==> src/panel_pkg.sv <==
package panel_pkg;

  // ======================================================================
  // sizes
  localparam int NUM_IND       = 3;
  localparam int NUM_BTN       = 5;
  localparam int LINE_CHARS    = 20;
  localparam int LINE_BITS     = LINE_CHARS * 8;
  localparam int LINE_WORDS    = LINE_CHARS / 4;
  localparam int IND_GREEN     = 0;
  localparam int IND_YELLOW    = 1;
  localparam int IND_RED       = 2;

  // ======================================================================
  // register byte offsets
  localparam logic [11:0] OFS_CTRL      = 12'h000;
  localparam logic [11:0] OFS_BTN_STATE = 12'h004;
  localparam logic [11:0] OFS_BTN_CMD   = 12'h008;
  localparam logic [11:0] OFS_DATA_VAL  = 12'h00C;
  localparam logic [11:0] OFS_DATA_RDY  = 12'h010;
  localparam logic [11:0] OFS_IRQ_STAT  = 12'h014;
  localparam logic [11:0] OFS_IRQ_EN    = 12'h018;
  localparam logic [11:0] OFS_IRQ_CLR   = 12'h01C;
  localparam logic [11:0] OFS_LINE1     = 12'h040;
  localparam logic [11:0] OFS_LINE2     = 12'h060;
  localparam logic [11:0] OFS_LINE_SPAN = 12'h014;

  // ======================================================================
  // ctrl field positions
  localparam int CTRL_IND_ON    = 0;
  localparam int CTRL_IND_BLINK = 4;
  localparam int CTRL_LAMP_ON   = 8;
  localparam int CTRL_LAMP_BLK  = 16;
  localparam int CTRL_BTN_TYPE  = 24;
  localparam int CTRL_DECOUPLE  = 31;
  localparam logic [31:0] CTRL_RESET = 32'h0000_0000;
  localparam logic [31:0] LINE_RESET = 32'h2020_2020;

  // btn_cmd: [4:0] turn on, [12:8] turn off
  localparam int CMD_ON  = 0;
  localparam int CMD_OFF = 8;

  // irq bits
  localparam int IRQ_ENTER  = 0;
  localparam int IRQ_BTN    = 1;
  localparam int IRQ_BITS   = 2;

  // ======================================================================
  // timing
  localparam int  CLK_HZ        = 40_000_000;
  localparam int  BLINK_HALF_MS = 250;
  localparam int  BLINK_CYCLES  = CLK_HZ / 1000 * BLINK_HALF_MS;

  // ======================================================================
  // htrans codes
  localparam logic [1:0] HTRANS_NONSEQ = 2'h2;
  localparam logic [1:0] HTRANS_SEQ    = 2'h3;

  typedef struct packed {
    logic [NUM_IND-1:0] ind;
    logic [NUM_BTN-1:0] lamp;
  } lamp_drive_t;

  typedef struct packed {
    logic        valid;
    logic [31:0] value;
  } key_entry_t;

  typedef enum logic {
    BTN_HOLD   = 1'b0,
    BTN_TOGGLE = 1'b1
  } btn_type_t;

endpackage

==> src/operator_panel_io_logic.sv <==
// Decided for this implementation: the AHB-Lite slave port and the register addresses.
`timescale 1ns/10ps
// Contract
// RULE_01: three indicator bars green, yellow, red, each with on and blink bit.
// RULE_02: an indicator lights while its on bit is one, dark when zero.
// RULE_03: blink bit set on a lit indicator makes it flash until cleared.
// RULE_04: five pushbuttons, each with type, state, lamp bit and blink bit.
// RULE_05: decouple off (default): each lamp mirrors its button state.
// RULE_06: decouple on: lamp follows only its own lamp output bit.
// RULE_07: decouple acts only on hold-type buttons; toggle lamps mirror state.
// RULE_08: hold-type button reports on only while pressed.
// RULE_09: toggle-type button inverts its state once per press.
// RULE_10: controller never writes button state; uses turn-on/turn-off commands.
// RULE_11: lamp blink only on a lit lamp, under decoupling, hold-type button.
// RULE_12: two display lines, top 1 and bottom 2, 20 characters each.
// RULE_13: lines update independently; text never spills to the other line.
// RULE_14: enter keypress stores the keyed value as a 32-bit real input.
// RULE_15: same enter keypress sets the data-ready bit.
// RULE_16: all flashing uses one shared divider rate.
// RULE_17: data-ready stays until controller clears it; new enter reloads it.
module operator_panel_io_logic
  import panel_pkg::*;
#(
  parameter int BLINK_DIV = BLINK_CYCLES
) (
  input  wire logic                 hclk,
  input  wire logic                 hresetn,
  input  wire logic                 hsel,
  input  wire logic [31:0]          haddr,
  input  wire logic [1:0]           htrans,
  input  wire logic                 hwrite,
  input  wire logic [2:0]           hsize,
  input  wire logic [31:0]          hwdata,
  input  wire logic                 hready,
  output logic      [31:0]          hrdata,
  output logic                      hreadyout,
  output logic                      hresp,
  input  wire logic [NUM_BTN-1:0]   btn_press,
  input  wire logic                 key_enter,
  input  wire logic [31:0]          key_value,
  output lamp_drive_t               lamp_out,
  output logic [LINE_BITS-1:0]      line1_text,
  output logic [LINE_BITS-1:0]      line2_text,
  output logic                      irq
);

  // ======================================================================
  // pin synchronisers
  logic [NUM_BTN-1:0] press_s1_r;
  logic [NUM_BTN-1:0] press_s2_r;
  logic [NUM_BTN-1:0] press_d_r;
  logic               enter_s1_r;
  logic               enter_s2_r;
  logic               enter_d_r;

  always_ff @(posedge hclk or negedge hresetn) begin
    if (!hresetn) begin
      press_s1_r <= '0;
      press_s2_r <= '0;
      press_d_r  <= '0;
      enter_s1_r <= 1'b0;
      enter_s2_r <= 1'b0;
      enter_d_r  <= 1'b0;
    end else begin
      press_s1_r <= btn_press;
      press_s2_r <= press_s1_r;
      press_d_r  <= press_s2_r;
      enter_s1_r <= key_enter;
      enter_s2_r <= enter_s1_r;
      enter_d_r  <= enter_s2_r;
    end
  end

  wire [NUM_BTN-1:0] press_rise = press_s2_r & ~press_d_r;
  wire               enter_rise = enter_s2_r & ~enter_d_r;

  // ======================================================================
  // ahb-lite slave
  logic        dp_wr_r;
  logic        dp_rd_r;
  logic [11:0] dp_addr_r;

  wire addr_ok = hsel & hready & (htrans == HTRANS_NONSEQ || htrans == HTRANS_SEQ);

  always_ff @(posedge hclk or negedge hresetn) begin
    if (!hresetn) begin
      dp_wr_r   <= 1'b0;
      dp_rd_r   <= 1'b0;
      dp_addr_r <= '0;
    end else begin
      dp_wr_r   <= addr_ok & hwrite;
      dp_rd_r   <= addr_ok & ~hwrite;
      dp_addr_r <= addr_ok ? haddr[11:0] : dp_addr_r;
    end
  end

  wire wr_ctrl  = dp_wr_r & (dp_addr_r == OFS_CTRL);
  wire wr_cmd   = dp_wr_r & (dp_addr_r == OFS_BTN_CMD);
  wire wr_rdy   = dp_wr_r & (dp_addr_r == OFS_DATA_RDY);
  wire wr_irqen = dp_wr_r & (dp_addr_r == OFS_IRQ_EN);
  wire wr_irqcl = dp_wr_r & (dp_addr_r == OFS_IRQ_CLR);
  wire wr_line1 = dp_wr_r & (dp_addr_r >= OFS_LINE1) &
                  (dp_addr_r < OFS_LINE1 + OFS_LINE_SPAN);
  wire wr_line2 = dp_wr_r & (dp_addr_r >= OFS_LINE2) &
                  (dp_addr_r < OFS_LINE2 + OFS_LINE_SPAN);
  wire [2:0] line_idx1 = 3'((dp_addr_r - OFS_LINE1) >> 2);
  wire [2:0] line_idx2 = 3'((dp_addr_r - OFS_LINE2) >> 2);

  // ======================================================================
  // control and state registers
  logic [31:0]         ctrl_r;
  logic [NUM_BTN-1:0]  btn_state_r;
  logic [NUM_BTN-1:0]  btn_state_nxt;
  key_entry_t          entry_r;
  logic [IRQ_BITS-1:0] irq_stat_r;
  logic [IRQ_BITS-1:0] irq_en_r;
  logic [31:0]         line1_r [LINE_WORDS];
  logic [31:0]         line2_r [LINE_WORDS];

  wire [NUM_IND-1:0] ind_on     = ctrl_r[CTRL_IND_ON +: NUM_IND];
  wire [NUM_IND-1:0] ind_blink  = ctrl_r[CTRL_IND_BLINK +: NUM_IND];
  wire [NUM_BTN-1:0] lamp_bit   = ctrl_r[CTRL_LAMP_ON +: NUM_BTN];
  wire [NUM_BTN-1:0] lamp_blink = ctrl_r[CTRL_LAMP_BLK +: NUM_BTN];
  wire [NUM_BTN-1:0] btn_type   = ctrl_r[CTRL_BTN_TYPE +: NUM_BTN];
  wire               decouple   = ctrl_r[CTRL_DECOUPLE];

  always_ff @(posedge hclk or negedge hresetn) begin
    if (!hresetn) begin
      ctrl_r <= CTRL_RESET;
    end else if (wr_ctrl) begin
      ctrl_r <= hwdata;
    end
  end

  // button state: hold follows press, toggle flips per press, commands override
  wire [NUM_BTN-1:0] cmd_on  = wr_cmd ? hwdata[CMD_ON +: NUM_BTN] : '0; // RULE_10
  wire [NUM_BTN-1:0] cmd_off = wr_cmd ? hwdata[CMD_OFF +: NUM_BTN] : '0; // RULE_10

  always_comb begin
    for (int i = 0; i < NUM_BTN; i++) begin
      if (btn_type[i] == BTN_TOGGLE) begin
        btn_state_nxt[i] = btn_state_r[i] ^ press_rise[i]; // RULE_09
      end else begin
        btn_state_nxt[i] = press_s2_r[i]; // RULE_08
      end
      if (cmd_on[i]) begin
        btn_state_nxt[i] = 1'b1;
      end else if (cmd_off[i]) begin
        btn_state_nxt[i] = 1'b0;
      end
    end
  end

  always_ff @(posedge hclk or negedge hresetn) begin
    if (!hresetn) begin
      btn_state_r <= '0;
    end else begin
      btn_state_r <= btn_state_nxt; // RULE_04
    end
  end

  // keyed entry: set on enter wins over software clear
  always_ff @(posedge hclk or negedge hresetn) begin
    if (!hresetn) begin
      entry_r <= '0;
    end else if (enter_rise) begin
      entry_r.value <= key_value; // RULE_14
      entry_r.valid <= 1'b1;      // RULE_15 RULE_17
    end else if (wr_rdy && hwdata[0] == 1'b0) begin
      entry_r.valid <= 1'b0;      // RULE_17
    end
  end

  // line text storage, one word per 4 characters
  always_ff @(posedge hclk or negedge hresetn) begin
    if (!hresetn) begin
      for (int w = 0; w < LINE_WORDS; w++) begin
        line1_r[w] <= LINE_RESET;
        line2_r[w] <= LINE_RESET;
      end
    end else begin
      if (wr_line1) begin
        line1_r[line_idx1] <= hwdata; // RULE_13
      end
      if (wr_line2) begin
        line2_r[line_idx2] <= hwdata; // RULE_13
      end
    end
  end

  // ======================================================================
  // interrupts
  wire [IRQ_BITS-1:0] irq_evt = {|(btn_state_nxt ^ btn_state_r), enter_rise};
  wire [IRQ_BITS-1:0] irq_clr = wr_irqcl ? hwdata[IRQ_BITS-1:0] : '0;

  always_ff @(posedge hclk or negedge hresetn) begin
    if (!hresetn) begin
      irq_stat_r <= '0;
      irq_en_r   <= '0;
      irq        <= 1'b0;
    end else begin
      irq_stat_r <= (irq_stat_r & ~irq_clr) | irq_evt;
      if (wr_irqen) begin
        irq_en_r <= hwdata[IRQ_BITS-1:0];
      end
      irq <= |(((irq_stat_r & ~irq_clr) | irq_evt) &
               (wr_irqen ? hwdata[IRQ_BITS-1:0] : irq_en_r));
    end
  end

  // ======================================================================
  // shared blink divider
  logic [31:0] blink_cnt_r;
  logic        blink_phase_r;

  always_ff @(posedge hclk or negedge hresetn) begin
    if (!hresetn) begin
      blink_cnt_r   <= '0;
      blink_phase_r <= 1'b1;
    end else if (blink_cnt_r == 32'(BLINK_DIV - 1)) begin
      blink_cnt_r   <= '0;
      blink_phase_r <= ~blink_phase_r; // RULE_16
    end else begin
      blink_cnt_r <= blink_cnt_r + 32'h1;
    end
  end

  // ======================================================================
  // lamp drive
  wire [NUM_BTN-1:0] sep = {NUM_BTN{decouple}} & ~btn_type; // RULE_07
  wire [NUM_BTN-1:0] lamp_lit = (sep & lamp_bit) | (~sep & btn_state_nxt); // RULE_05 RULE_06
  wire [NUM_BTN-1:0] lamp_flash = sep & lamp_bit & lamp_blink; // RULE_11
  wire [NUM_IND-1:0] ind_flash = ind_on & ind_blink; // RULE_03
  lamp_drive_t       drive_nxt;

  assign drive_nxt.ind  = ind_on & ~(ind_flash & {NUM_IND{~blink_phase_r}}); // RULE_01 RULE_02
  assign drive_nxt.lamp = lamp_lit & ~(lamp_flash & {NUM_BTN{~blink_phase_r}});

  // ======================================================================
  // outputs and read mux
  logic [31:0] rd_nxt;

  always_comb begin
    rd_nxt = 32'h0000_0000;
    case (dp_addr_r)
      OFS_CTRL:      rd_nxt = ctrl_r;
      OFS_BTN_STATE: rd_nxt = 32'(btn_state_r);
      OFS_DATA_VAL:  rd_nxt = entry_r.value;
      OFS_DATA_RDY:  rd_nxt = 32'(entry_r.valid);
      OFS_IRQ_STAT:  rd_nxt = 32'(irq_stat_r);
      OFS_IRQ_EN:    rd_nxt = 32'(irq_en_r);
      default: begin
        if (dp_addr_r >= OFS_LINE1 && dp_addr_r < OFS_LINE1 + OFS_LINE_SPAN) begin
          rd_nxt = line1_r[line_idx1];
        end else if (dp_addr_r >= OFS_LINE2 && dp_addr_r < OFS_LINE2 + OFS_LINE_SPAN) begin
          rd_nxt = line2_r[line_idx2];
        end
      end
    endcase
  end

  always_ff @(posedge hclk or negedge hresetn) begin
    if (!hresetn) begin
      hrdata     <= '0;
      hreadyout  <= 1'b1;
      hresp      <= 1'b0;
      lamp_out   <= '0;
      line1_text <= {LINE_WORDS{LINE_RESET}};
      line2_text <= {LINE_WORDS{LINE_RESET}};
    end else begin
      // read data lands after one wait state
      hrdata    <= dp_rd_r ? rd_nxt : hrdata;
      hreadyout <= ~(addr_ok & ~hwrite);
      hresp     <= 1'b0;
      lamp_out  <= drive_nxt;
      for (int w = 0; w < LINE_WORDS; w++) begin
        line1_text[w*32 +: 32] <= line1_r[w]; // RULE_12
        line2_text[w*32 +: 32] <= line2_r[w]; // RULE_12
      end
    end
  end

  // reads insert one wait state, so a write just before is already visible
  // hrdata holds its last word between reads

  // ======================================================================
  // checks
  AST_IND_DARK: assert property (@(posedge hclk) disable iff (!hresetn) // RULE_02
    !ind_on[IND_GREEN] |=> !lamp_out.ind[IND_GREEN])
    else $error("indicator lit while off");
  AST_IND_STEADY: assert property (@(posedge hclk) disable iff (!hresetn) // RULE_01
    (ind_on[IND_RED] && !ind_blink[IND_RED]) |=> lamp_out.ind[IND_RED])
    else $error("steady indicator not lit");
  AST_MIRROR: assert property (@(posedge hclk) disable iff (!hresetn) // RULE_05
    !decouple |=> lamp_out.lamp == $past(btn_state_nxt))
    else $error("lamp not mirroring button");
  AST_TOGGLE_MIRROR: assert property (@(posedge hclk) disable iff (!hresetn) // RULE_07
    (btn_type[0] == BTN_TOGGLE) |=> lamp_out.lamp[0] == btn_state_r[0])
    else $error("toggle lamp decoupled");
  AST_HOLD: assert property (@(posedge hclk) disable iff (!hresetn) // RULE_08
    (btn_type[1] == BTN_HOLD && !wr_cmd) |=> btn_state_r[1] == $past(press_s2_r[1]))
    else $error("hold button mismatch");
  AST_TOGGLE: assert property (@(posedge hclk) disable iff (!hresetn) // RULE_09
    (btn_type[1] == BTN_TOGGLE && press_rise[1] && !wr_cmd)
    |=> btn_state_r[1] != $past(btn_state_r[1]))
    else $error("toggle did not flip");
  AST_ENTER: assert property (@(posedge hclk) disable iff (!hresetn) // RULE_14
    enter_rise |=> entry_r.valid && entry_r.value == $past(key_value))
    else $error("entry not captured");
  AST_READY_HOLD: assert property (@(posedge hclk) disable iff (!hresetn) // RULE_17
    (entry_r.valid && !wr_rdy) |=> entry_r.valid)
    else $error("ready dropped without clear");
  AST_BLINK_LIT: assert property (@(posedge hclk) disable iff (!hresetn) // RULE_11
    (!sep[3]) |=> lamp_out.lamp[3] == $past(btn_state_nxt[3]))
    else $error("blink applied outside decoupling");
  AST_YELLOW_DARK: assert property (@(posedge hclk) disable iff (!hresetn) // RULE_02
    !ind_on[IND_YELLOW] |=> !lamp_out.ind[IND_YELLOW])
    else $error("yellow indicator lit while off");
  AST_IND_FLASH: assert property (@(posedge hclk) disable iff (!hresetn) // RULE_03
    (ind_on[IND_GREEN] && ind_blink[IND_GREEN] && !blink_phase_r) |=> !lamp_out.ind[IND_GREEN])
    else $error("flashing indicator not dark in off phase");
  AST_DECOUPLE_LAMP: assert property (@(posedge hclk) disable iff (!hresetn) // RULE_06
    (sep[4] && !lamp_bit[4]) |=> !lamp_out.lamp[4])
    else $error("decoupled lamp lit without lamp bit");
  AST_TOGGLE_HOLDS: assert property (@(posedge hclk) disable iff (!hresetn) // RULE_09
    (btn_type[1] == BTN_TOGGLE && !press_rise[1] && !wr_cmd)
    |=> btn_state_r[1] == $past(btn_state_r[1]))
    else $error("toggle changed without press");
  AST_LAMP_FLASH: assert property (@(posedge hclk) disable iff (!hresetn) // RULE_11
    (sep[0] && lamp_bit[0] && lamp_blink[0] && !blink_phase_r) |=> !lamp_out.lamp[0])
    else $error("flashing lamp not dark in off phase");
  AST_LINE_APART: assert property (@(posedge hclk) disable iff (!hresetn) // RULE_13
    wr_line1 |=> line2_r[0] == $past(line2_r[0]))
    else $error("line 1 write disturbed line 2");
  AST_ENTER_IRQ: assert property (@(posedge hclk) disable iff (!hresetn) // RULE_15
    enter_rise |=> irq_stat_r[IRQ_ENTER])
    else $error("enter did not raise status");
  AST_READY_CLEAR: assert property (@(posedge hclk) disable iff (!hresetn) // RULE_17
    (wr_rdy && !hwdata[0] && !enter_rise) |=> !entry_r.valid)
    else $error("ready not cleared by controller");
  AST_BLINK_RANGE: assert property (@(posedge hclk) disable iff (!hresetn) // RULE_16
    blink_cnt_r < 32'(BLINK_DIV))
    else $error("blink divider out of range");

endmodule

==> config.mk <==
export PLATFORM = sky130hd
export DESIGN_NAME = operator_panel_io_logic
export DESIGN_NICKNAME = d
export VERILOG_FILES = /design/src/panel_pkg.sv /design/src/operator_panel_io_logic.sv
export SDC_FILE = /design/constraint.sdc
export NUM_CORES = 1
export LEC_CHECK = 0
export BUFFER_PORTS_ARGS = -buffer_cell sky130_fd_sc_hd__buf_2
export CAP_MARGIN = 30
export CORE_ASPECT_RATIO = 1.25
export CORE_MARGIN = 8
export CORE_UTILIZATION = 51
export DETAILED_ROUTE_END_ITERATION = 7
export GPL_TIMING_DRIVEN = 0
export PLACE_DENSITY = 0.83
export SYNTH_ARGS = -nofsm -noshare
export SYNTH_HDL_FRONTEND = slang
export SYNTH_SLANG_ARGS = --single-unit
==> constraint.sdc <==
create_clock -name hclk -period 2.01 [get_ports hclk]
set_input_delay 0.402 -clock hclk [delete_from_list [all_inputs] [get_ports hclk]]
set_output_delay 0.402 -clock hclk [all_outputs]
set_load 0.005 [all_outputs]
==> flow_metrics.py, run 1 <==
metrics = {
    "placement": {
        "globalplace.congestion": 0.9521,
        "io_buffers": 449,
        "place.detailed.hpwl_um": 72690,
    },
    "floorplanning": {
        "die_x_um": 235.9,
        "die_y_um": 290.8,
        "rows": 100,
        "core_area_um2": 59680,
        "io_pins": 475,
        "dieArea_um2": 68590,
        "start_util_pct": 51.63,
    },
    "timing": {
        "clock-skew-final_ns": 0.02611,
        "fin_ws_ns": -0.2995,
        "slew_violations": 0,
        "min_period_ns": 2.309,
        "setup_viol": 354,
        "worst-slew-pin-transition_ns": 1.047,
        "final_hold_viol_count": 89,
        "rsz0062_at_grt": "true",
        "maxSlewHeadroom_pct": 30.22,
        "tns_ns": -59.61,
        "period_share_pct": 114.9,
        "hold_ws_ns": -0.2729,
        "fmax_mhz": 433.0,
    },
    "synthesis": {
        "netlist_top_cells_area": "dfrtp_1 60%, mux2_2 13%, dfstp_2 7.0%",
        "synth.cell_area_um2": 30820,
        "ys_warn_count": 0,
        "ys_seq_area_share_pct": 67.00,
        "syn-instance-count": 2045,
        "yosysMostFrequentCell": "dfrtp_1",
        "avgSynthCellArea_um2": 15.07,
        "yosysTopAreaCell": "dfrtp_1",
        "postSynthRegisterBits": 821,
        "synth_ff_type": "dfrtp_1",
        "synth_top_area_share_pct": 60.01,
        "netlist_top_cells_count": "739 x dfrtp_1, 355 x mux2_2, 82 x dfstp_2",
        "ys_async_sr_fraction_pct": 100.0,
        "syn_nets": 2158,
        "synth.distinct_cells": 66,
        "synth_edf_count": 0,
    },
    "clock_tree": {
        "ctsHoldBuffers": 25,
        "cts_root_buffer": "clkbuf_16",
        "cts_buffer_depth": 3,
        "cts_tree": "yes",
        "htreeDepth": 3,
        "cts.sinks": 821,
        "worstSkewPairLatency_ns": 0.64,
        "path_clk_slew_ns": 0.07,
        "cts_made_buffers": 76,
    },
    "routing": {
        "avgViaCountPerCell": 6.198,
        "vias": 21915,
        "wl_per_cell_um": 31.74,
        "drc": 0,
        "ant_nets": 0,
        "drtIter0Drc": 2356,
        "wl_um": 112200,
        "drt_first_pass_iters": 6,
    },
    "worst_setup_path": {
        "startpoint_type": "register",
        "worstPathMaxFanout": 6,
        "crit_buf_inv": 2,
        "max_stage_delay_ns": 0.49,
        "slowest_stage": "dfrtp_2",
        "cp.required_ns": 2.51,
        "critical_path.top_delay_family": "simple AND/OR/NAND/NOR gates",
        "end_kind": "register",
        "critPathArrivalTime_ns": 2.81,
        "crit_chain": "buf_6 > nor4b_4 > and4_1 > buf_8 > a22oi_2 > xnor2_2 > a2111oi_4 > a31oi_1",
        "critPathKind": "reg2reg",
    },
    "power_and_ir_drop": {
        "ir_drop_v": 0.0006852,
        "p_total_mw": 36.86,
        "leakagePower_nw": 20.03,
        "p_per_area_nw_per_um2": 911.5,
    },
    "outcome": {
        "status": "complete, but fails checks",
        "violations": "negative hold slack, negative setup slack",
    },
    "global_route": {
        "grtUsageTotal_pct": 29.90,
        "antenna_found_initial": 8,
        "grt_overflow_total": 0,
        "first_global_vias": 22791,
        "grt_max_degree": 140,
        "grt_first_pass_wirelength_um": 152100,
    },
    "hold_path": {
        "hold_path.class": "in2async",
    },
    "run": {
        "maxCapViolCount": 0,
    },
    "layout": {
        "nFillCells": 3791,
        "fin_util_pct": 67.75,
        "area_growth_pct": 31.21,
        "drive_above_1_share_pct": 50.47,
        "regArea_um2": 20650,
        "multi_input_area_um2": 10480,
        "fin_nets": 2819,
    },
}
==> worst register-to-register path, delay by kind of cell (launching register included) <==
kind | cells | cell delay (ns)
and+or+nand+nor | 2 | 0.68
AOI/OAI and AO/OA | 3 | 0.53
DFF | 1 | 0.49
buffers and inverters | 2 | 0.31
xor gates and xnor gates | 1 | 0.18
==> through the flow <==
step                worst slack, ns  std cells  hold slack (ns)  instance area, µm²
CTS                         -0.1813       3483          -0.2457               38800
global placement             -15.49       3259           0.3391               34160
finish                      -0.2995       3536          -0.2729               40430
detailed placement           -1.229       3267           0.3410               34360
floorplan                  -0.02096       2045           0.1064               30950
global route                -0.3037       3534          -0.2139               40430
==> placed cells by master (no fill, tap or decap), drive strengths merged, types with 26 or more instances in the layout <==
cell type,Yosys,routed
clkbuf,71,187
nand2,67,67
mux2,398,398
mux2i,46,46
mux4,37,37
nor3,27,27
a221oi,26,26
a21oi,62,62
dfrtp,739,739
dfstp,82,82
nor2b,28,28
nor2,55,55
inv,29,30
o21ai,63,63
buf,71,619
==> path summary, 6_finish.rpt <==
| check | startpoint | end | slack, ns | depth (start not counted) |
|---|---|---|---|---|
| setup reg to reg | dp_addr_r[3] | irq | -0.30 | 8 |
| hold reg to reg | press_s1_r[1] | press_s2_r[1] | 0.35 | 0 |
| min in group hclk | haddr[11] | dp_addr_r[11] | 0.01 | 2 |
| max in group asynchronous | hresetn | line1_r[21] | 0.35 | 5 |
| setup / recovery | dp_addr_r[3] | irq | -0.30 | 8 |
| hold / removal | hresetn | line1_r[97] | -0.27 | 1 |
==> sequential cells by signal, indices dropped and copies added, names as in the netlist, 8 cells and up <==
signal / flops
line2_r: 160
line1_text: 160
lamp_out: 8
dp_addr_r: 12
ctrl_r: 32
entry_r: 33
line2_text: 160
hrdata: 32
blink_cnt_r: 32
line1_r: 160
==> repair_timing <==
item                                   4_1_cts  5_1_grt
pin swaps                                   33       47
gates cloned                                 3       18
buffers inserted                            52       34
setup endpoints to repair                  572      525
gates resized for setup                    310      250
endpoints found under the hold margin      114       89
==> metal layers <==
metal	track usage [%]	vias up	share of wire, %
met5	0	-	0.035
met3	8.820	419	9.7
met2	47.96	1435	47
met1	35.44	11430	35
met4	18.08	6	7.8
li1	-	8625	-
==> area by class of cell <==
cell class,count,area share [%]
clock buffers,109,5.511
repair buffers,589,10.10
well taps,765,2.367
diodes,5,0.03094
clock inverters,29,0.8386
flip-flops and latches,821,51.08
plain buffers,136,3.880
multi-input cells,1051,25.91
inverters,31,0.2878
==> where the power goes <==
part           total [mW]  switching [mW]  internal, mW
clock network        15.0            6.42          8.53
logic                4.42            2.68          1.74
registers            17.5           0.460          17.0
==> logic make-up (layout without fill, tap and decap cells) <==
logic type / after synthesis / in the layout / share of synthesized area, %
flops: 821 / 821 / 67.00
mux: 481 / 481 / 19.11
compound gates: 267 / 267 / 5.705
simple gates: 266 / 266 / 4.682
buf+inv: 173 / 894 / 2.456
xor+xnor: 35 / 35 / 0.9947
fa+ha+maj: 1 / 1 / 0.04060
other cells: 1 / 6 / 0.01217
Note: power is estimated with default switching activity, not from simulation.
==> run 2: changes to the inputs <==
- BUFFER_PORTS_ARGS: -buffer_cell sky130_fd_sc_hd__buf_2 -> not set
- CORE_UTILIZATION: 51 -> 57
- DONT_BUFFER_PORTS: not set -> 1
- PLACE_DENSITY: 0.83 -> 0.75
==> run 2 against run 1 <==
The flow still finishes with violations (negative hold slack, negative setup slack). Count of clock-buffer cells in the layout grew 9. Sequential power about the same. Routed wire length decreased by 0.58%.
==> flow_metrics.py, run 2 (synthesis results as in run 1) <==
metrics = {
    "timing": {
        "period_share_pct": 115.7,
        "final_hold_viol_count": 273,
        "hold_ws_ns": -0.5301,
        "slew_violations": 0,
        "fmax_mhz": 429.8,
        "min_period_ns": 2.327,
        "rsz0062_at_grt": "true",
        "clock-skew-final_ns": 0.02215,
        "setup_viol": 389,
        "fin_ws_ns": -0.3165,
        "worst-slew-pin-transition_ns": 1.125,
        "maxSlewHeadroom_pct": 25.01,
    },
    "worst_setup_path": {
        "max_stage_delay_ns": 0.43,
        "startpoint_type": "register",
        "slowest_stage": "dfrtp_1",
        "cp_common_cell": "buf_12",
        "crit_chain": "nor3_4 > and4_4 > and2b_4 > nand2_8 > nor2_4 > buf_12 > buf_12 > buf_12 > mux2_4",
        "end_kind": "register",
        "cp.required_ns": 2.51,
        "critPathArrivalTime_ns": 2.83,
        "critPathKind": "reg2reg",
        "worstPathMaxFanout": 5,
    },
    "floorplanning": {
        "die_y_um": 276.0,
        "rows": 95,
        "core_area_um2": 53610,
        "dieArea_um2": 61810,
        "start_util_pct": 57.48,
        "die_x_um": 224.0,
        "io_pins": 475,
    },
    "routing": {
        "drt_first_pass_iters": 5,
        "vias": 20296,
        "avgViaCountPerCell": 6.480,
        "ant_nets": 0,
        "wl_per_cell_um": 35.63,
        "drtIter0Drc": 2304,
        "drc": 0,
        "wl_um": 111600,
    },
    "global_route": {
        "grtUsageTotal_pct": 32.10,
        "grt_max_degree": 822,
        "grt_overflow_total": 0,
        "grt_first_pass_wirelength_um": 142500,
        "first_global_vias": 20002,
        "antenna_found_initial": 9,
    },
    "layout": {
        "final_cell_mix": "734 x dfrtp_1, 259 x mux2_4, 138 x mux2_2",
        "area_growth_pct": 27.86,
        "fin_util_pct": 73.50,
        "fin_nets": 2444,
        "layout_commonest_cell": "dfrtp_1",
        "drive_above_1_share_pct": 39.89,
    },
    "placement": {
        "globalplace.congestion": 0.9091,
        "place.detailed.hpwl_um": 67260,
        "io_buffers": 0,
    },
    "power_and_ir_drop": {
        "seq_power_share_pct": 47.6,
        "p_switching_mw": 9.440,
        "leakagePower_nw": 18.16,
        "sw_frac_of_total_pct": 25.61,
        "p_total_mw": 36.86,
        "p_int_mw": 27.42,
        "ir_drop_v": 0.001038,
        "p_comb_share_pct": 10.7,
        "p_per_area_nw_per_um2": 935.5,
        "power.share.clock_pct": 41.7,
    },
    "clock_tree": {
        "worstSkewPairLatency_ns": 0.63,
        "cts_made_buffers": 77,
        "path_clk_slew_ns": 0.07,
        "htreeDepth": 3,
        "cts_root_buffer": "clkbuf_16",
        "cts.sinks": 821,
        "cts_buffer_depth": 3,
        "cts_tree": "yes",
    },
    "run": {
        "maxCapViolCount": 0,
    },
    "outcome": {
        "status": "complete, but fails checks",
        "violations": "negative hold slack, negative setup slack",
    },
    "hold_path": {
        "hold_path.class": "in2async",
    },
}
[run 2: changes by cell type in the layout (fill, tap and decap cells not counted), moves of 6 or more]
| cell | previous run | this run |
|---|---|---|
| buf_2 | 450 | 3 |
| mux2_4 | 154 | 259 |
| dlygate4sd3_1 | 25 | 85 |
| mux2_1 | 8 | 1 |
| buf_12 | 43 | 57 |
| buf_8 | 22 | 7 |
| clkinv_2 | 17 | 11 |
| clkbuf_16 | 98 | 113 |
| mux2_2 | 236 | 138 |
| diode_2 | 5 | 11 |
[run 2: area by class of cell]
class                   count  area, µm²
plain buffers             138       1544
flip-flops and latches    821      20650
fillers                  3145      14210
well taps                 727      909.6
clock inverters            24      256.5
clock buffers             118       2410
repair buffers            211       2714
multi-input cells        1051      10770
inverters                  31      116.4
diodes                     11      27.53
[run 2: worst paths after layout]
path                       slack, ns              end     startpoint  cells after the start
setup / recovery               -0.32     line1_r[131]   dp_addr_r[8]                      9
hold / removal                 -0.53  line1_text[102]        hresetn                      0
setup reg to reg               -0.32     line1_r[131]   dp_addr_r[8]                      9
hold reg to reg                 0.35    press_s2_r[0]  press_s1_r[0]                      0
max in group asynchronous       0.43     line2_r[151]        hresetn                      3
min in group hclk               0.05    irq_stat_r[0]      hwdata[0]                      2
[run 2: power by group through the flow]
| stage | Clock [mW] | Combinational (mW) | Sequential (mW) |
|---|---|---|---|
| floorplan | 0 | 1.60 | 17.6 |
| global placement | 0 | 2.52 | 17.8 |
| detailed placement | 0 | 2.59 | 17.8 |
| CTS | 15.4 | 3.09 | 17.5 |
| global route | 16.1 | 4.10 | 17.6 |
| finish | 15.4 | 3.96 | 17.5 |
[run 2: per-layer routing]
| metal | up-vias | routed length [µm] | global-route usage (%) |
|---|---|---|---|
| met5 | - | 13 | 0 |
| met4 | 2 | 7163 | 17.29 |
| met3 | 383 | 11500 | 9.068 |
| met2 | 1319 | 53520 | 51.50 |
| met1 | 10700 | 39410 | 39.48 |
| li1 | 7892 | - | - |
[run 2: through the flow]
stage                     TNS, ns  cell area, µm²  instances  hold WS [ns]  worst slack [ns]
after floorplan            -2.753           30950       2045        0.1064          -0.02096
after global placement    -280.77           31860       2772        0.1332            -1.284
after detailed placement  -288.84           31890       2775        0.1303            -1.241
after CTS                  -50.15           36690       3049       -0.5363           -0.2660
after global routing       -82.33           39390       3129       -0.5507           -0.3502
final                      -77.13           39400       3132       -0.5301           -0.3165
[run 2: worst max-delay path, delay by kind of cell, from the launching register on]
kind                   cells  cell delay [ns]
buffers and inverters      3             0.42
flip-flops                 1             0.43
multiplexers               1             0.30
AND/OR/NAND/NOR            5             1.02
[run 2: what timing repair did]
action                                  in CTS  in global routing
pin swaps                                   23                 39
cloned                                       4                 30
hold buffers                                83                  2
resized for setup                          245                395
setup buffers                               49                 39
endpoints found under the setup margin     431                723
endpoints found under the hold margin      914                275
